===== config.mk =====
export PLATFORM = sky130hd
export DESIGN_NAME = cog_output_gating
export DESIGN_NICKNAME = d
export VERILOG_FILES = /design/src/verilog/cog_pkg.sv /design/src/verilog/cog_sync.sv /design/src/verilog/cog_output_gating.sv
export SDC_FILE = /design/constraint.sdc
export NUM_CORES = 1
export LEC_CHECK = 0
export ABC_AREA = 0
export BUFFER_PORTS_ARGS = -buffer_cell sky130_fd_sc_hd__buf_2
export CAP_MARGIN = 5
export CORE_MARGIN = 2
export CORE_UTILIZATION = 40
export CTS_BUF_LIST = sky130_fd_sc_hd__clkbuf_8
export DETAILED_ROUTE_END_ITERATION = 16
export PLACE_DENSITY = 0.66
export SKIP_CTS_REPAIR_TIMING = 1
export SYNTH_ARGS = -nofsm -noshare
export SYNTH_HDL_FRONTEND = slang
export SYNTH_SLANG_ARGS = --single-unit

===== constraint.sdc =====
create_clock -name core_clk -period 3.45 [get_ports core_clk]
set_input_delay 0.345 -clock core_clk [delete_from_list [all_inputs] [get_ports core_clk]]
set_output_delay 0.345 -clock core_clk [all_outputs]
set_load 0.1 [all_outputs]

===== src/verilog/cog_pkg.sv =====
// package: register map, field layout, reset values and shared types of the output gating block
package cog_pkg;

  // ==========================================================================
  // sizes
  localparam int NUM_PAIRS = 6;
  localparam int ADDR_W = 7;

  // ==========================================================================
  // register byte addresses
  localparam logic [7:0] ADDR_PAIR_EN = 8'h00;
  localparam logic [7:0] ADDR_REF_CTRL = 8'h04;
  localparam logic [7:0] ADDR_DIS_STATE = 8'h08;
  localparam logic [7:0] ADDR_STATUS = 8'h0C;

  // ==========================================================================
  // field positions
  localparam int REF_EN_BIT = 4;
  localparam int REF_KEEP_BIT = 5;
  localparam int ST_MODE_LSB = 0;
  localparam int ST_ADDR_LSB = 2;
  localparam int ST_RUN_LSB = 9;
  localparam int ST_REFRUN_BIT = 15;
  localparam int ST_REFOE_BIT = 16;

  // ==========================================================================
  // reset values
  localparam logic [5:0] RST_PAIR_EN = 6'h3F;
  localparam logic RST_REF_EN = 1'b1;
  localparam logic RST_REF_KEEP = 1'b0;
  localparam logic [1:0] RST_DIS_STATE = 2'h0;

  // bus addresses picked by the address strap
  localparam logic [6:0] BUS_ADDR_STRAP0 = 7'b1101000;
  localparam logic [6:0] BUS_ADDR_STRAP1 = 7'b1101010;

  // ahb transfer type bit that marks an active transfer
  localparam int HTRANS_ACTIVE_BIT = 1;

  // ==========================================================================
  // types
  typedef enum logic [1:0] {
    MODE_UNSTARTED = 2'b00,
    MODE_POWERDOWN = 2'b01,
    MODE_WAKE = 2'b10,
    MODE_ACTIVE = 2'b11
  } cog_mode_type;

  // board pins as one bundle, before and after synchronising
  typedef struct packed {
    logic powerdownN;
    logic busAddressStrap;
    logic [NUM_PAIRS-1:0] pairEnablePinN;
  } cog_pins_type;

  localparam int PINS_W = $bits(cog_pins_type);

endpackage : cog_pkg


===== src/verilog/cog_sync.sv =====
// module: two flip-flop synchroniser for a bundle of board pins
`timescale 1ns/1ps
`default_nettype none

module cog_sync #(
  parameter int WIDTH = 1,
  parameter logic [WIDTH-1:0] RESET_VALUE = '0
) (
  input wire logic core_clk,
  input wire logic rst_n,
  input wire logic clkEn,
  input wire logic [WIDTH-1:0] asyncIn,
  output logic [WIDTH-1:0] syncOut
);

  logic [WIDTH-1:0] meta_q;
  logic [WIDTH-1:0] sync_q;

  // ==========================================================================
  // first stage feeds only the second stage
  always_ff @(posedge core_clk) begin
    if (!rst_n) begin
      meta_q <= RESET_VALUE;
      sync_q <= RESET_VALUE;
    end else if (clkEn) begin
      meta_q <= asyncIn;
      sync_q <= meta_q;
    end
  end

  assign syncOut = sync_q;

endmodule : cog_sync

`default_nettype wire


===== src/verilog/cog_output_gating.sv =====
// module: power-down and per-pair output gating of the clock generator, with an ahb-lite slave
`timescale 1ns/1ps
`default_nettype none

module cog_output_gating (
  input wire logic core_clk,
  input wire logic rst_n,
  input wire logic clkEn,
  // board pins
  input wire logic powerdown_n,
  input wire logic [cog_pkg::NUM_PAIRS-1:0] pair_enable_pin_n,
  input wire logic bus_address_strap,
  // ahb-lite slave
  input wire logic hsel,
  input wire logic [7:0] haddr,
  input wire logic [1:0] htrans,
  input wire logic hwrite,
  input wire logic [2:0] hsize,
  input wire logic [31:0] hwdata,
  input wire logic hready,
  output logic hreadyout,
  output logic [31:0] hrdata,
  output logic hresp,
  // clock outputs and bus address
  output logic [cog_pkg::NUM_PAIRS-1:0] diff_clock_true,
  output logic [cog_pkg::NUM_PAIRS-1:0] diff_clock_comp,
  output logic refOut,
  output logic refOutOe_n,
  output logic [cog_pkg::ADDR_W-1:0] busAddress
);

  localparam int NP = cog_pkg::NUM_PAIRS;

  // ==========================================================================
  // pin synchronisers
  cog_pkg::cog_pins_type pinsRaw;
  cog_pkg::cog_pins_type pins;
  logic [cog_pkg::PINS_W-1:0] pinsSyncBits;

  assign pinsRaw.powerdownN = powerdown_n;
  assign pinsRaw.busAddressStrap = bus_address_strap;
  assign pinsRaw.pairEnablePinN = pair_enable_pin_n;

  // reset value: powered down, pins disabling, so nothing starts before the pins are seen
  cog_sync #(
    .WIDTH(cog_pkg::PINS_W),
    .RESET_VALUE({1'b0, 1'b0, {NP{1'b1}}})
  ) u_pinSync (
    .core_clk(core_clk),
    .rst_n(rst_n),
    .clkEn(clkEn),
    .asyncIn(pinsRaw),
    .syncOut(pinsSyncBits)
  );

  assign pins = cog_pkg::cog_pins_type'(pinsSyncBits);

  // ==========================================================================
  // software registers
  logic [NP-1:0] pairBusEn_q;
  logic refEnable_q;
  logic refKeepAlive_q;
  logic [1:0] disStateSel_q;

  // ==========================================================================
  // ahb-lite address and data phase
  logic addrPhase;
  logic wrPend_q;
  logic [7:0] wrAddr_q;
  logic [31:0] rdData_q;
  logic [31:0] rdSel;
  logic [31:0] statusWord;
  logic wrPairEn;
  logic wrRefCtrl;
  logic wrDisState;

  // zero wait states; a frozen block holds the bus off instead of losing a transfer
  assign hreadyout = clkEn;
  assign hresp = 1'b0;
  assign hrdata = rdData_q;
  assign addrPhase = hsel && htrans[cog_pkg::HTRANS_ACTIVE_BIT] && hready;

  // write strobes decoded from the latched address
  assign wrPairEn = wrPend_q && (wrAddr_q == cog_pkg::ADDR_PAIR_EN);
  assign wrRefCtrl = wrPend_q && (wrAddr_q == cog_pkg::ADDR_REF_CTRL);
  assign wrDisState = wrPend_q && (wrAddr_q == cog_pkg::ADDR_DIS_STATE);

  // read mux; unmapped addresses read zero
  assign rdSel =
    (haddr == cog_pkg::ADDR_PAIR_EN) ? {26'h0000000, pairBusEn_q} :
    (haddr == cog_pkg::ADDR_REF_CTRL) ? {26'h0000000, refKeepAlive_q, refEnable_q, 4'h0} :
    (haddr == cog_pkg::ADDR_DIS_STATE) ? {30'h00000000, disStateSel_q} :
    (haddr == cog_pkg::ADDR_STATUS) ? statusWord :
    32'h00000000;

  // bus phase tracking
  always_ff @(posedge core_clk) begin
    if (!rst_n) begin
      wrPend_q <= 1'b0;
      wrAddr_q <= 8'h00;
      rdData_q <= 32'h00000000;
    end else if (clkEn) begin
      wrPend_q <= addrPhase && hwrite;
      if (addrPhase) begin
        wrAddr_q <= haddr;
      end
      if (addrPhase && !hwrite) begin
        rdData_q <= rdSel;
      end
    end
  end

  // register writes land in the data phase
  always_ff @(posedge core_clk) begin
    if (!rst_n) begin
      pairBusEn_q <= cog_pkg::RST_PAIR_EN;
      refEnable_q <= cog_pkg::RST_REF_EN;
      refKeepAlive_q <= cog_pkg::RST_REF_KEEP;
      disStateSel_q <= cog_pkg::RST_DIS_STATE;
    end else if (clkEn) begin
      if (wrPairEn) pairBusEn_q <= hwdata[NP-1:0];
      if (wrRefCtrl) refEnable_q <= hwdata[cog_pkg::REF_EN_BIT];
      if (wrRefCtrl) refKeepAlive_q <= hwdata[cog_pkg::REF_KEEP_BIT];
      if (wrDisState) disStateSel_q <= hwdata[1:0];
    end
  end

  // ==========================================================================
  // power mode state machine
  cog_pkg::cog_mode_type mode_q;
  cog_pkg::cog_mode_type mode_d;
  logic strapSel_q;
  logic firstHigh;

  assign firstHigh = (mode_q == cog_pkg::MODE_UNSTARTED) && pins.powerdownN;

  // only the first high starts; later highs just leave power-down
  always_comb begin
    mode_d = mode_q;
    unique case (mode_q)
      cog_pkg::MODE_UNSTARTED: begin
        if (pins.powerdownN) mode_d = cog_pkg::MODE_ACTIVE;
      end
      cog_pkg::MODE_POWERDOWN, cog_pkg::MODE_WAKE, cog_pkg::MODE_ACTIVE: begin
        if (pins.powerdownN) begin
          mode_d = cog_pkg::MODE_ACTIVE;
        end else if (refKeepAlive_q) begin
          mode_d = cog_pkg::MODE_WAKE;
        end else begin
          mode_d = cog_pkg::MODE_POWERDOWN;
        end
      end
    endcase
  end

  // strap caught on the start edge, never under reset
  always_ff @(posedge core_clk) begin
    if (!rst_n) begin
      mode_q <= cog_pkg::MODE_UNSTARTED;
      strapSel_q <= 1'b0;
    end else if (clkEn) begin
      mode_q <= mode_d;
      if (firstHigh) strapSel_q <= pins.busAddressStrap;
    end
  end

  assign busAddress = strapSel_q ? cog_pkg::BUS_ADDR_STRAP1 : cog_pkg::BUS_ADDR_STRAP0;

  // ==========================================================================
  // gating decisions from synchronised pins and registers
  logic started;
  logic [NP-1:0] pairRun;
  logic refRunNext;
  logic refOeNext;

  assign started = (mode_q != cog_pkg::MODE_UNSTARTED);
  // an enable pin is active low
  assign pairRun = {NP{pins.powerdownN && started}} & pairBusEn_q & ~pins.pairEnablePinN;
  // with powerdown high, a cleared bus enable bit hands the reference to the enable bit
  assign refRunNext = !started ? 1'b0 :
                      pins.powerdownN ? ((&pairBusEn_q) || refEnable_q) :
                      refKeepAlive_q;
  assign refOeNext = started;

  // ==========================================================================
  // output clock phase and registered outputs
  logic phase_q;
  logic [NP-1:0] runPair_q;
  logic refRun_q;
  logic refOe_q;
  logic [NP-1:0] trueNext;
  logic [NP-1:0] compNext;

  // stopped pairs drive the programmed level pair
  assign trueNext = (pairRun & {NP{~phase_q}}) | (~pairRun & {NP{disStateSel_q[1]}});
  assign compNext = (pairRun & {NP{phase_q}}) | (~pairRun & {NP{disStateSel_q[0]}});

  // a pair starts and stops only at a phase boundary, so no runt pulse
  always_ff @(posedge core_clk) begin
    if (!rst_n) begin
      phase_q <= 1'b0;
      runPair_q <= '0;
      diff_clock_true <= '0;
      diff_clock_comp <= '0;
      refRun_q <= 1'b0;
      refOe_q <= 1'b0;
      refOut <= 1'b0;
    end else if (clkEn) begin
      phase_q <= ~phase_q;
      runPair_q <= pairRun;
      diff_clock_true <= trueNext;
      diff_clock_comp <= compNext;
      refRun_q <= refRunNext;
      refOe_q <= refOeNext;
      refOut <= refRunNext && ~phase_q; // disabled reference drives low
    end
  end

  assign refOutOe_n = ~refOe_q;

  // status word for software
  assign statusWord = {15'h0000, refOe_q, refRun_q, runPair_q, busAddress, mode_q};
endmodule : cog_output_gating

`default_nettype wire


### After elaboration in Yosys (flattened, before gate mapping)

Index checks and enable logic that the tools add are counted.
W data, S select, Z words.

| storage, ports and cells | value |
|---|---|
| ROM bits | 0 |
| bits in latches | 0 |
| memories kept | 0 |
| memory bits (writable) | 0 |
| register bits | 92 |
| output and inout port bits | 55 |

| cells by class | value |
|---|---|
| $mul | 0 |
| $add $sub $neg | 0 |
| equality and inequality tests | 9 |
| div/mod/pow operators | 0 |
| shift-type cells | 0 |
| magnitude comparators | 0 |
| muxes and demuxes | 11 |
| reductions and logical operators | 25 |
| bitwise logic cells | 12 |

Operators with widths:

| kind | count |
|---|---|
| $mux W17 | 4 |
| $and A6 B6 Y6 | 6 |
| $eq A8 B4 Y1 const B | 3 |
| $eq A8 B3 Y1 const B | 2 |
| $logic_not A8 Y1 | 2 |
| $reduce_and A2 Y1 | 7 |
| $not A6 Y6 | 2 |
| $or A6 B6 Y6 | 2 |
| $logic_and A1 B1 Y1 | 10 |
| $mux W2 | 4 |
| $reduce_and A6 Y1 | 1 |
| $eq A2 B2 Y1 const B | 2 |
| $pmux W2 S2 | 1 |
| $reduce_or A3 Y1 | 1 |
| $eq A2 B1 Y1 const B | 1 |
| $logic_not A2 Y1 | 1 |
| $mux W1 | 2 |
| $ne A2 B1 Y1 const B | 1 |
| $not A1 Y1 | 2 |
| $reduce_bool A2 Y1 | 1 |
| $logic_not A1 Y1 | 1 |
| $logic_or A1 B1 Y1 | 1 |

### Depth between registers and ports, before layout

Gate-level depths: netlist (run 1).

| depth | value |
|---|---|
| depth in word-level cells | 7 |
| mapped depth | 6 |
| depth with buffers taken out | 4 |

### Hierarchy

From an unflattened synthesis (run 1), not the netlist that was laid out.

| second synthesis, totals | value |
|---|---|
| cell total of the unflattened synthesis | 345 |
| area total of the unflattened synthesis | 3248.1 um2 |

Modules (own cells, without submodules):

| module | area an instance (um2) | instances | sequential area each (um2) | cells an instance |
|---|---|---|---|---|
| cog_output_gating | 2662.6 | 1 | 1181.1 | 294 |
| cog_sync | 585.6 | 1 | 320.3 | 51 |

### Least setup slack after synthesis (run 1)

Ideal clock, no wire load.

| path | value |
|---|---|
| path kind | flip-flop to output port |
| start | reg rdData_q[8] (netlist: hrdata[8]) |
| end | out hrdata[8] |
| cell stages (with the launch flop) | 2 |
| arrival | 1.373 ns |
| required time | 3.105 ns |
| path slack | 1.732 ns |
| cells stage by stage | dfxtp_1 > buf_4 |

RTL lines:

| element | RTL line | RTL |
|---|---|---|
| start, declared | cog_output_gating.sv:70 | `logic [31:0] rdData_q;` |
| start signal, assigned | cog_output_gating.sv:108 | `rdData_q <= rdSel;` |
| end, declared | cog_output_gating.sv:22 | `output logic [31:0] hrdata,` |

No word-level cell between the ends.

### Worst setup path in the final report (run 1)

| path | value |
|---|---|
| start | reg u_pinSync.sync_q[7] (netlist: u_pinSync.syncOut[7]) |
| end | reg diff_clock_comp[2] (netlist bit) |

| between the ends | value |
|---|---|
| longest elaborated chain between the ends | 6 |

RTL lines:

| element | RTL line | RTL |
|---|---|---|
| start, declared | cog_sync.sv:17 | `logic [WIDTH-1:0] sync_q;` |
| start signal, assigned | cog_sync.sv:27 | `sync_q <= meta_q;` |
| $logic_and A1 B1 Y1 * | cog_output_gating.sv:178 | `assign pairRun = {NP{pins.powerdownN && started}} & pairBusEn_q & ~pins.pairEnablePinN;` |
| $and A6 B6 Y6 * (2 in a row) | cog_output_gating.sv:178 |  |
| $not A6 Y6 | cog_output_gating.sv:196 | `assign compNext = (pairRun & {NP{phase_q}}) \| (~pairRun & {NP{disStateSel_q[0]}});` |
| $and A6 B6 Y6 | cog_output_gating.sv:196 |  |
| $or A6 B6 Y6 * | cog_output_gating.sv:196 |  |
| end signal, assigned | cog_output_gating.sv:212 | `diff_clock_comp <= compNext;` |
| end, declared | cog_output_gating.sv:26 | `output logic [cog_pkg::NUM_PAIRS-1:0] diff_clock_comp,` |

Mark *: on every way between the ends. The rest lies on a longest branch, timed or not.
A chain may end at the register's enable or synchronous reset.

==> results.sh, run 1 <==
export IMPL_ir_drop_mv=0.224
export IMPL_ys_ff_latch=75
export IMPL_fin_crit_ns=1.99
export IMPL_tritoncts="yes"
export IMPL_yosysUniqueCellTypes=39
export IMPL_slew_violations=0
export IMPL_finalSetupViolCount=0
export IMPL_portBuffers=60
export IMPL_grt_max_degree=75
export IMPL_final_nets=453
export IMPL_via_per_inst=4.86
export IMPL_yosysWarnings=0
export IMPL_cts_root_buf="clkbuf_8"
export IMPL_synth_cells=348
export IMPL_drc=0
export IMPL_synthFlopType="dfxtp_1"
export IMPL_synth_most_common_cell="dfxtp_1"
export IMPL_synth_async_reset_ratio_pct=0
export IMPL_track_usage_pct=16.1
export IMPL_initial_utilization_pct=40.6
export IMPL_drive_above_1_share_pct=21.6
export IMPL_critPathLaunchType="register"
export IMPL_fin_cells=504
export IMPL_routabilityCongestion=0.766
export IMPL_seq_area_frac_synth_pct=45.7
export IMPL_clockBufferDepth=2
export IMPL_worst_ep_required_time_ns=3.65
export IMPL_path_clk_slew_ns=0.07
export IMPL_synth_top_area_cell="dfxtp_1"
export IMPL_dieArea_um2=8950
export IMPL_fmax_mhz=503
export IMPL_pin_count=114
export IMPL_drtAntennaViolNets=0
export IMPL_syn_area_um2=3290
export IMPL_synth_top_area_share_pct=45.7
export IMPL_hold_class="in -> reg"
export IMPL_synth_edff_count=0
export IMPL_criticalPathCategory="reg -> reg"
export IMPL_placementRows=33
export IMPL_power_density_nw_per_um2=492
export IMPL_syn_to_final_growth_pct=13.3
export IMPL_dp_cells=488
export IMPL_h_tree_depth=3
export IMPL_worstMarginPinSlew_ns=0.748
export IMPL_clkSinkCount=75
export IMPL_num_antenna_cells=0
export IMPL_grt_pass1_wl_mm=11.0
export IMPL_insertion_delay_ns=0.35
export IMPL_relSlewSlack_pct=50.0
export IMPL_antenna_found_initial=0
export IMPL_synthTopCellsByArea="dfxtp_1 46%, mux2i_1 15%, buf_4 5.9%, nand2_1 5.1%, nor2b_1 4.8%"
export IMPL_setup_tns_ns=0
export IMPL_core_area_um2=8090
export IMPL_first_global_vias=2228
export IMPL_fp_dieH_um=94.6
export IMPL_min_period_over_period_pct=57.6
export IMPL_crit_path_end_kind="register"
export IMPL_avgSynthCellArea_um2=9.44
export IMPL_drtIter0Drc=103
export IMPL_status="finished clean"
export IMPL_cp_max_fo=7
export IMPL_dp_hpwl_mm=4.77
export IMPL_globalRouteOverflowTotal=0
export IMPL_wirelength_mm=6.84
export IMPL_critPathArrivalTime_ns=2.19
export IMPL_finalHoldViolCount=0
export IMPL_rsz0062_at_grt="false"
export IMPL_cap_violations=0
export IMPL_synth_top_cells_by_count="75 x dfxtp_1, 48 x mux2i_1, 45 x nand2_1"
export IMPL_p_leak_uw=0.00163
export IMPL_die_w_um=94.6
export IMPL_vias=2451
export IMPL_firstDrtPassIters=4
export IMPL_clock_skew_ns=0.00514
export IMPL_post_drt_wl_per_cell_um=13.6
export IMPL_cts_buffers=9
-- layout by cell type (no fill, tap or decap), types with 2 or more instances in the layout --
| cell | synthesis | final |
|---|---|---|
| nand2_1 | 45 | 45 |
| conb_1 | 2 | 23 |
| a21boi_0 | 13 | 13 |
| nand4b_1 | 2 | 2 |
| buf_2 | 4 | 60 |
| o221a_2 | 2 | 2 |
| and2_1 | 2 | 2 |
| nand3_1 | 8 | 8 |
| clkinv_2 | 0 | 3 |
| nor3b_1 | 5 | 5 |
| a22oi_1 | 8 | 8 |
| and4_1 | 2 | 2 |
| inv_1 | 5 | 6 |
| a21oi_1 | 16 | 16 |
| mux2i_1 | 48 | 48 |
| nor2b_1 | 25 | 25 |
| dfxtp_1 | 75 | 75 |
| o21ai_0 | 17 | 17 |
| clkbuf_8 | 0 | 10 |
| nor2_1 | 6 | 6 |
| buf_4 | 26 | 2 |
-- critical path, cell delays in order (launching register included) --
cell	delay [ns]
dfxtp_1	0.44
o21ai_0	0.32
nor3b_1	0.72
mux2i_1	0.29
a21oi_1	0.08
-- per-layer routing --
metal / track usage (%) / part of all wire, % / vias to the layer above
met3: 3.83 / 6.3 / 10
met2: 25.1 / 46 / 77
met5: 0 / 0 / -
met4: 7.97 / 2.0 / 0
li1: - / - / 1243
met1: 20.8 / 46 / 1121
-- power by group --
group          internal, uW  leakage (uW)  switching [uW]
clock                   347      0.000103             306
sequential              886      0.000610            14.4
combinational          50.8      0.000913             227
total                  1280       0.00163             547
-- path summary, 6_finish.rpt --
| kind | startpoint | to | slack (ns) | cells past startpoint |
|---|---|---|---|---|
| worst max-delay path | u_pinSync.syncOut[7]$_SDFFE_PN0P_ | diff_clock_comp[2]$_SDFFE_PN0P_ | 1.46 | 4 |
| worst min-delay path | pair_enable_pin_n[3] | u_pinSync.meta_q[3]$_SDFFE_PN1P_ | 0.21 | 3 |
| worst max register to register | u_pinSync.syncOut[7]$_SDFFE_PN0P_ | diff_clock_comp[2]$_SDFFE_PN0P_ | 1.46 | 4 |
| worst min register to register | refRun_q$_SDFFE_PN0P_ | refRun_q$_SDFFE_PN0P_ | 0.45 | 2 |
-- layout make-up --
class,count,area (um^2)
clock buffers,10,138
clock inverters,6,56.3
fillers,806,4370
inverters,5,18.8
multi-input cells,241,1560
flip-flops and latches,75,1500
well taps,105,131
repair buffers,62,315
-- kinds of logic after synthesis --
family,count (synthesis),share of synthesized area [%]
DFF,75,45.7
buffers and inverters,53,9.18
other,2,0.229
and+or+nand+nor,107,17.9
muxes,48,14.6
AOI/OAI and AO/OA,62,12.1
xor gates and xnor gates,1,0.267
-- state kept, by name, summed over array words and instances, names as in the netlist, 2 cells and up --
signal / count
hrdata: 15
u_pinSync.meta_q: 8
u_pinSync.syncOut: 8
wrAddr_q: 8
diff_clock_comp: 6
diff_clock_true: 6
pairBusEn_q: 6
runPair_q: 6
disStateSel_q: 2
mode_q: 2
-- metrics by stage --
step	instance area [um^2]	hold WS [ns]	worst slack (ns)	power [uW]	utilization, %
floorplan	3360	0.422	1.73	1180	-
global placement	3530	0.439	1.49	1190	43.6
detailed placement	3530	0.437	1.45	1200	43.6
CTS	3720	0.198	1.46	1850	46.0
global route	3720	0.203	1.33	1910	46.0
finish	3720	0.213	1.46	1830	46.0
(Power assumes the default switching activity.)
==> run 2: changes to the inputs <==
PLACE_DENSITY = 0.69   (was 0.66)
clock period = 1.65 ns   (was 3.45 ns; I/O delays follow)
==> run 2 against run 1 <==
First-iteration DRC count decreased by 0.97%; largest cell class unchanged; wire length up 1.3%; total power up 100%; core utilization grew 1.3 points; via count increased by 1.3%; largest power group unchanged.
==> results.sh, run 2 (synthesized netlist as in run 1, its figures left out) <==
export IMPL_vias=2484
export IMPL_tritoncts="yes"
export IMPL_cts_root_buf="clkbuf_8"
export IMPL_worst_ep_required_time_ns=1.88
export IMPL_fin_crit_ns=1.63
export IMPL_dieArea_um2=8950
export IMPL_num_antenna_cells=0
export IMPL_fin_cells=514
export IMPL_final_cell_mix="75 x dfxtp_1, 59 x buf_2, 48 x mux2i_1, 45 x nand2_1, 25 x nor2b_1"
export IMPL_globalRouteOverflowTotal=0
export IMPL_placementRows=33
export IMPL_cts_buffers=9
export IMPL_wirelength_mm=6.93
export IMPL_min_period_over_period_pct=98.7
export IMPL_post_drt_wl_per_cell_um=13.5
export IMPL_top_usage_layer="met2"
export IMPL_worstMarginPinSlew_ns=0.619
export IMPL_mostFrequentLayoutCell="dfxtp_1"
export IMPL_grt_use_met2_pct=25.1
export IMPL_portBuffers=60
export IMPL_fp_dieH_um=94.6
export IMPL_critPathSlowestCell="nor3b_1"
export IMPL_cap_violations=0
export IMPL_h_tree_depth=3
export IMPL_hold_class="in -> reg"
export IMPL_clock_skew_ns=0.00906
export IMPL_routabilityCongestion=0.793
export IMPL_syn_to_final_growth_pct=16.5
export IMPL_drtAntennaViolNets=0
export IMPL_via_per_inst=4.83
export IMPL_criticalPathCategory="reg -> reg"
export IMPL_track_usage_pct=16.3
export IMPL_ir_drop_mv=0.529
export IMPL_cp_max_fo=6
export IMPL_clockBufferDepth=2
export IMPL_antenna_found_initial=0
export IMPL_rsz0062_at_grt="true"
export IMPL_finalHoldViolCount=0
export IMPL_grt_util_met1_pct=22.1
export IMPL_pin_count=114
export IMPL_final_nets=463
export IMPL_power_density_nw_per_um2=978
export IMPL_critPathBufInv=1
export IMPL_first_global_vias=2320
export IMPL_firstDrtPassIters=4
export IMPL_path_clk_slew_ns=0.08
export IMPL_finalSetupViolCount=0
export IMPL_drtIter0Drc=102
export IMPL_grt_max_degree=58
export IMPL_critPathArrivalTime_ns=1.86
export IMPL_crit_path_end_kind="register"
export IMPL_path_delay_family="simple AND/OR/NAND/NOR gates"
export IMPL_status="finished clean"
export IMPL_grt_pass1_wl_mm=11.3
export IMPL_drive_above_1_share_pct=24.4
export IMPL_insertion_delay_ns=0.35
export IMPL_crit_chain="o21ai_0, buf_4, nor3b_1, mux2i_1, a21oi_1"
export IMPL_slowest_delay_ns=0.54
export IMPL_drc=0
export IMPL_place_ws_ns=-0.0232
export IMPL_met3_usage_pct=3.99
export IMPL_slew_violations=0
export IMPL_power_uw=3740
export IMPL_dp_hpwl_mm=4.92
export IMPL_fmax_mhz=614
export IMPL_critPathLaunchType="register"
export IMPL_initial_utilization_pct=40.6
export IMPL_core_area_um2=8090
export IMPL_layout_setup_ws_ns=0.0222
export IMPL_relSlewSlack_pct=58.7
export IMPL_die_w_um=94.6
export IMPL_dp_cells=498
export IMPL_largest_reg_flops=15
export IMPL_clkSinkCount=75
export IMPL_p_leak_uw=0.00167
run 2: changes by cell type in the layout (fill, tap and decap cells not counted), sizes merged:
| cell | before | now |
|---|---|---|
| buf | 62 | 72 |
| bufinv | 1 | 0 |
| clkbuf | 10 | 9 |
| clkinv | 3 | 1 |
| clkinvlp | 1 | 3 |
| inv | 6 | 8 |
run 2: path summary, 6_finish.rpt:
path,from,to,slack (ns),depth (start not counted)
min,hwdata[2],pairBusEn_q[2]$_SDFFE_PN1P_,0.02,3
max,mode_q[1]$_SDFFE_PN0P_,diff_clock_true[3]$_SDFFE_PN0P_,0.02,5
max reg2reg,mode_q[1]$_SDFFE_PN0P_,diff_clock_true[3]$_SDFFE_PN0P_,0.02,5
min reg2reg,refRun_q$_SDFFE_PN0P_,refRun_q$_SDFFE_PN0P_,0.45,2
run 2: worst register-to-register path, cell delays in order, from the launching register on:
cell,delay (ns)
dfxtp_1,0.33
o21ai_0,0.12
buf_4,0.18
nor3b_1,0.54
mux2i_1,0.27
a21oi_1,0.08
run 2: cell type report:
cell class / count / area [um^2]
Tap cell: 105 / 131
Timing Repair Buffer: 72 / 418
Sequential cell: 75 / 1500
Fill cell: 785 / 4260
Clock inverter: 7 / 52.6
Inverter: 5 / 18.8
Clock buffer: 9 / 124
Multi-Input combinational cell: 241 / 1580
run 2: metrics by stage:
| step | hold WS [ns] | instance area (um^2) | utilization [%] | setup TNS (ns) |
|---|---|---|---|---|
| 6_report | 0.0196 | 3830 | 47.3 | 0 |
| 5_1_grt | 0.0270 | 3830 | 47.3 | -0.295 |
| 4_1_cts | 0.00918 | 3810 | 47.0 | -0.0687 |
| 3_5_place_dp | 0.386 | 3630 | 44.9 | -0.0329 |
| 3_3_place_gp | 0.375 | 3630 | 44.9 | -0.00222 |
| 2_1_floorplan | 0.290 | 3360 | - | 0 |
run 2: report_power, final:
group / switching (uW) / internal (uW)
sequential: 29.8 / 1850
clock: 713 / 552
combinational: 477 / 119
total: 1220 / 2520
run 2: routing by layer:
layer,share of wire (%),wire length [um]
met3,5.4,371
met1,48,3330
met5,0,0
met4,1.6,108
met2,45,3110
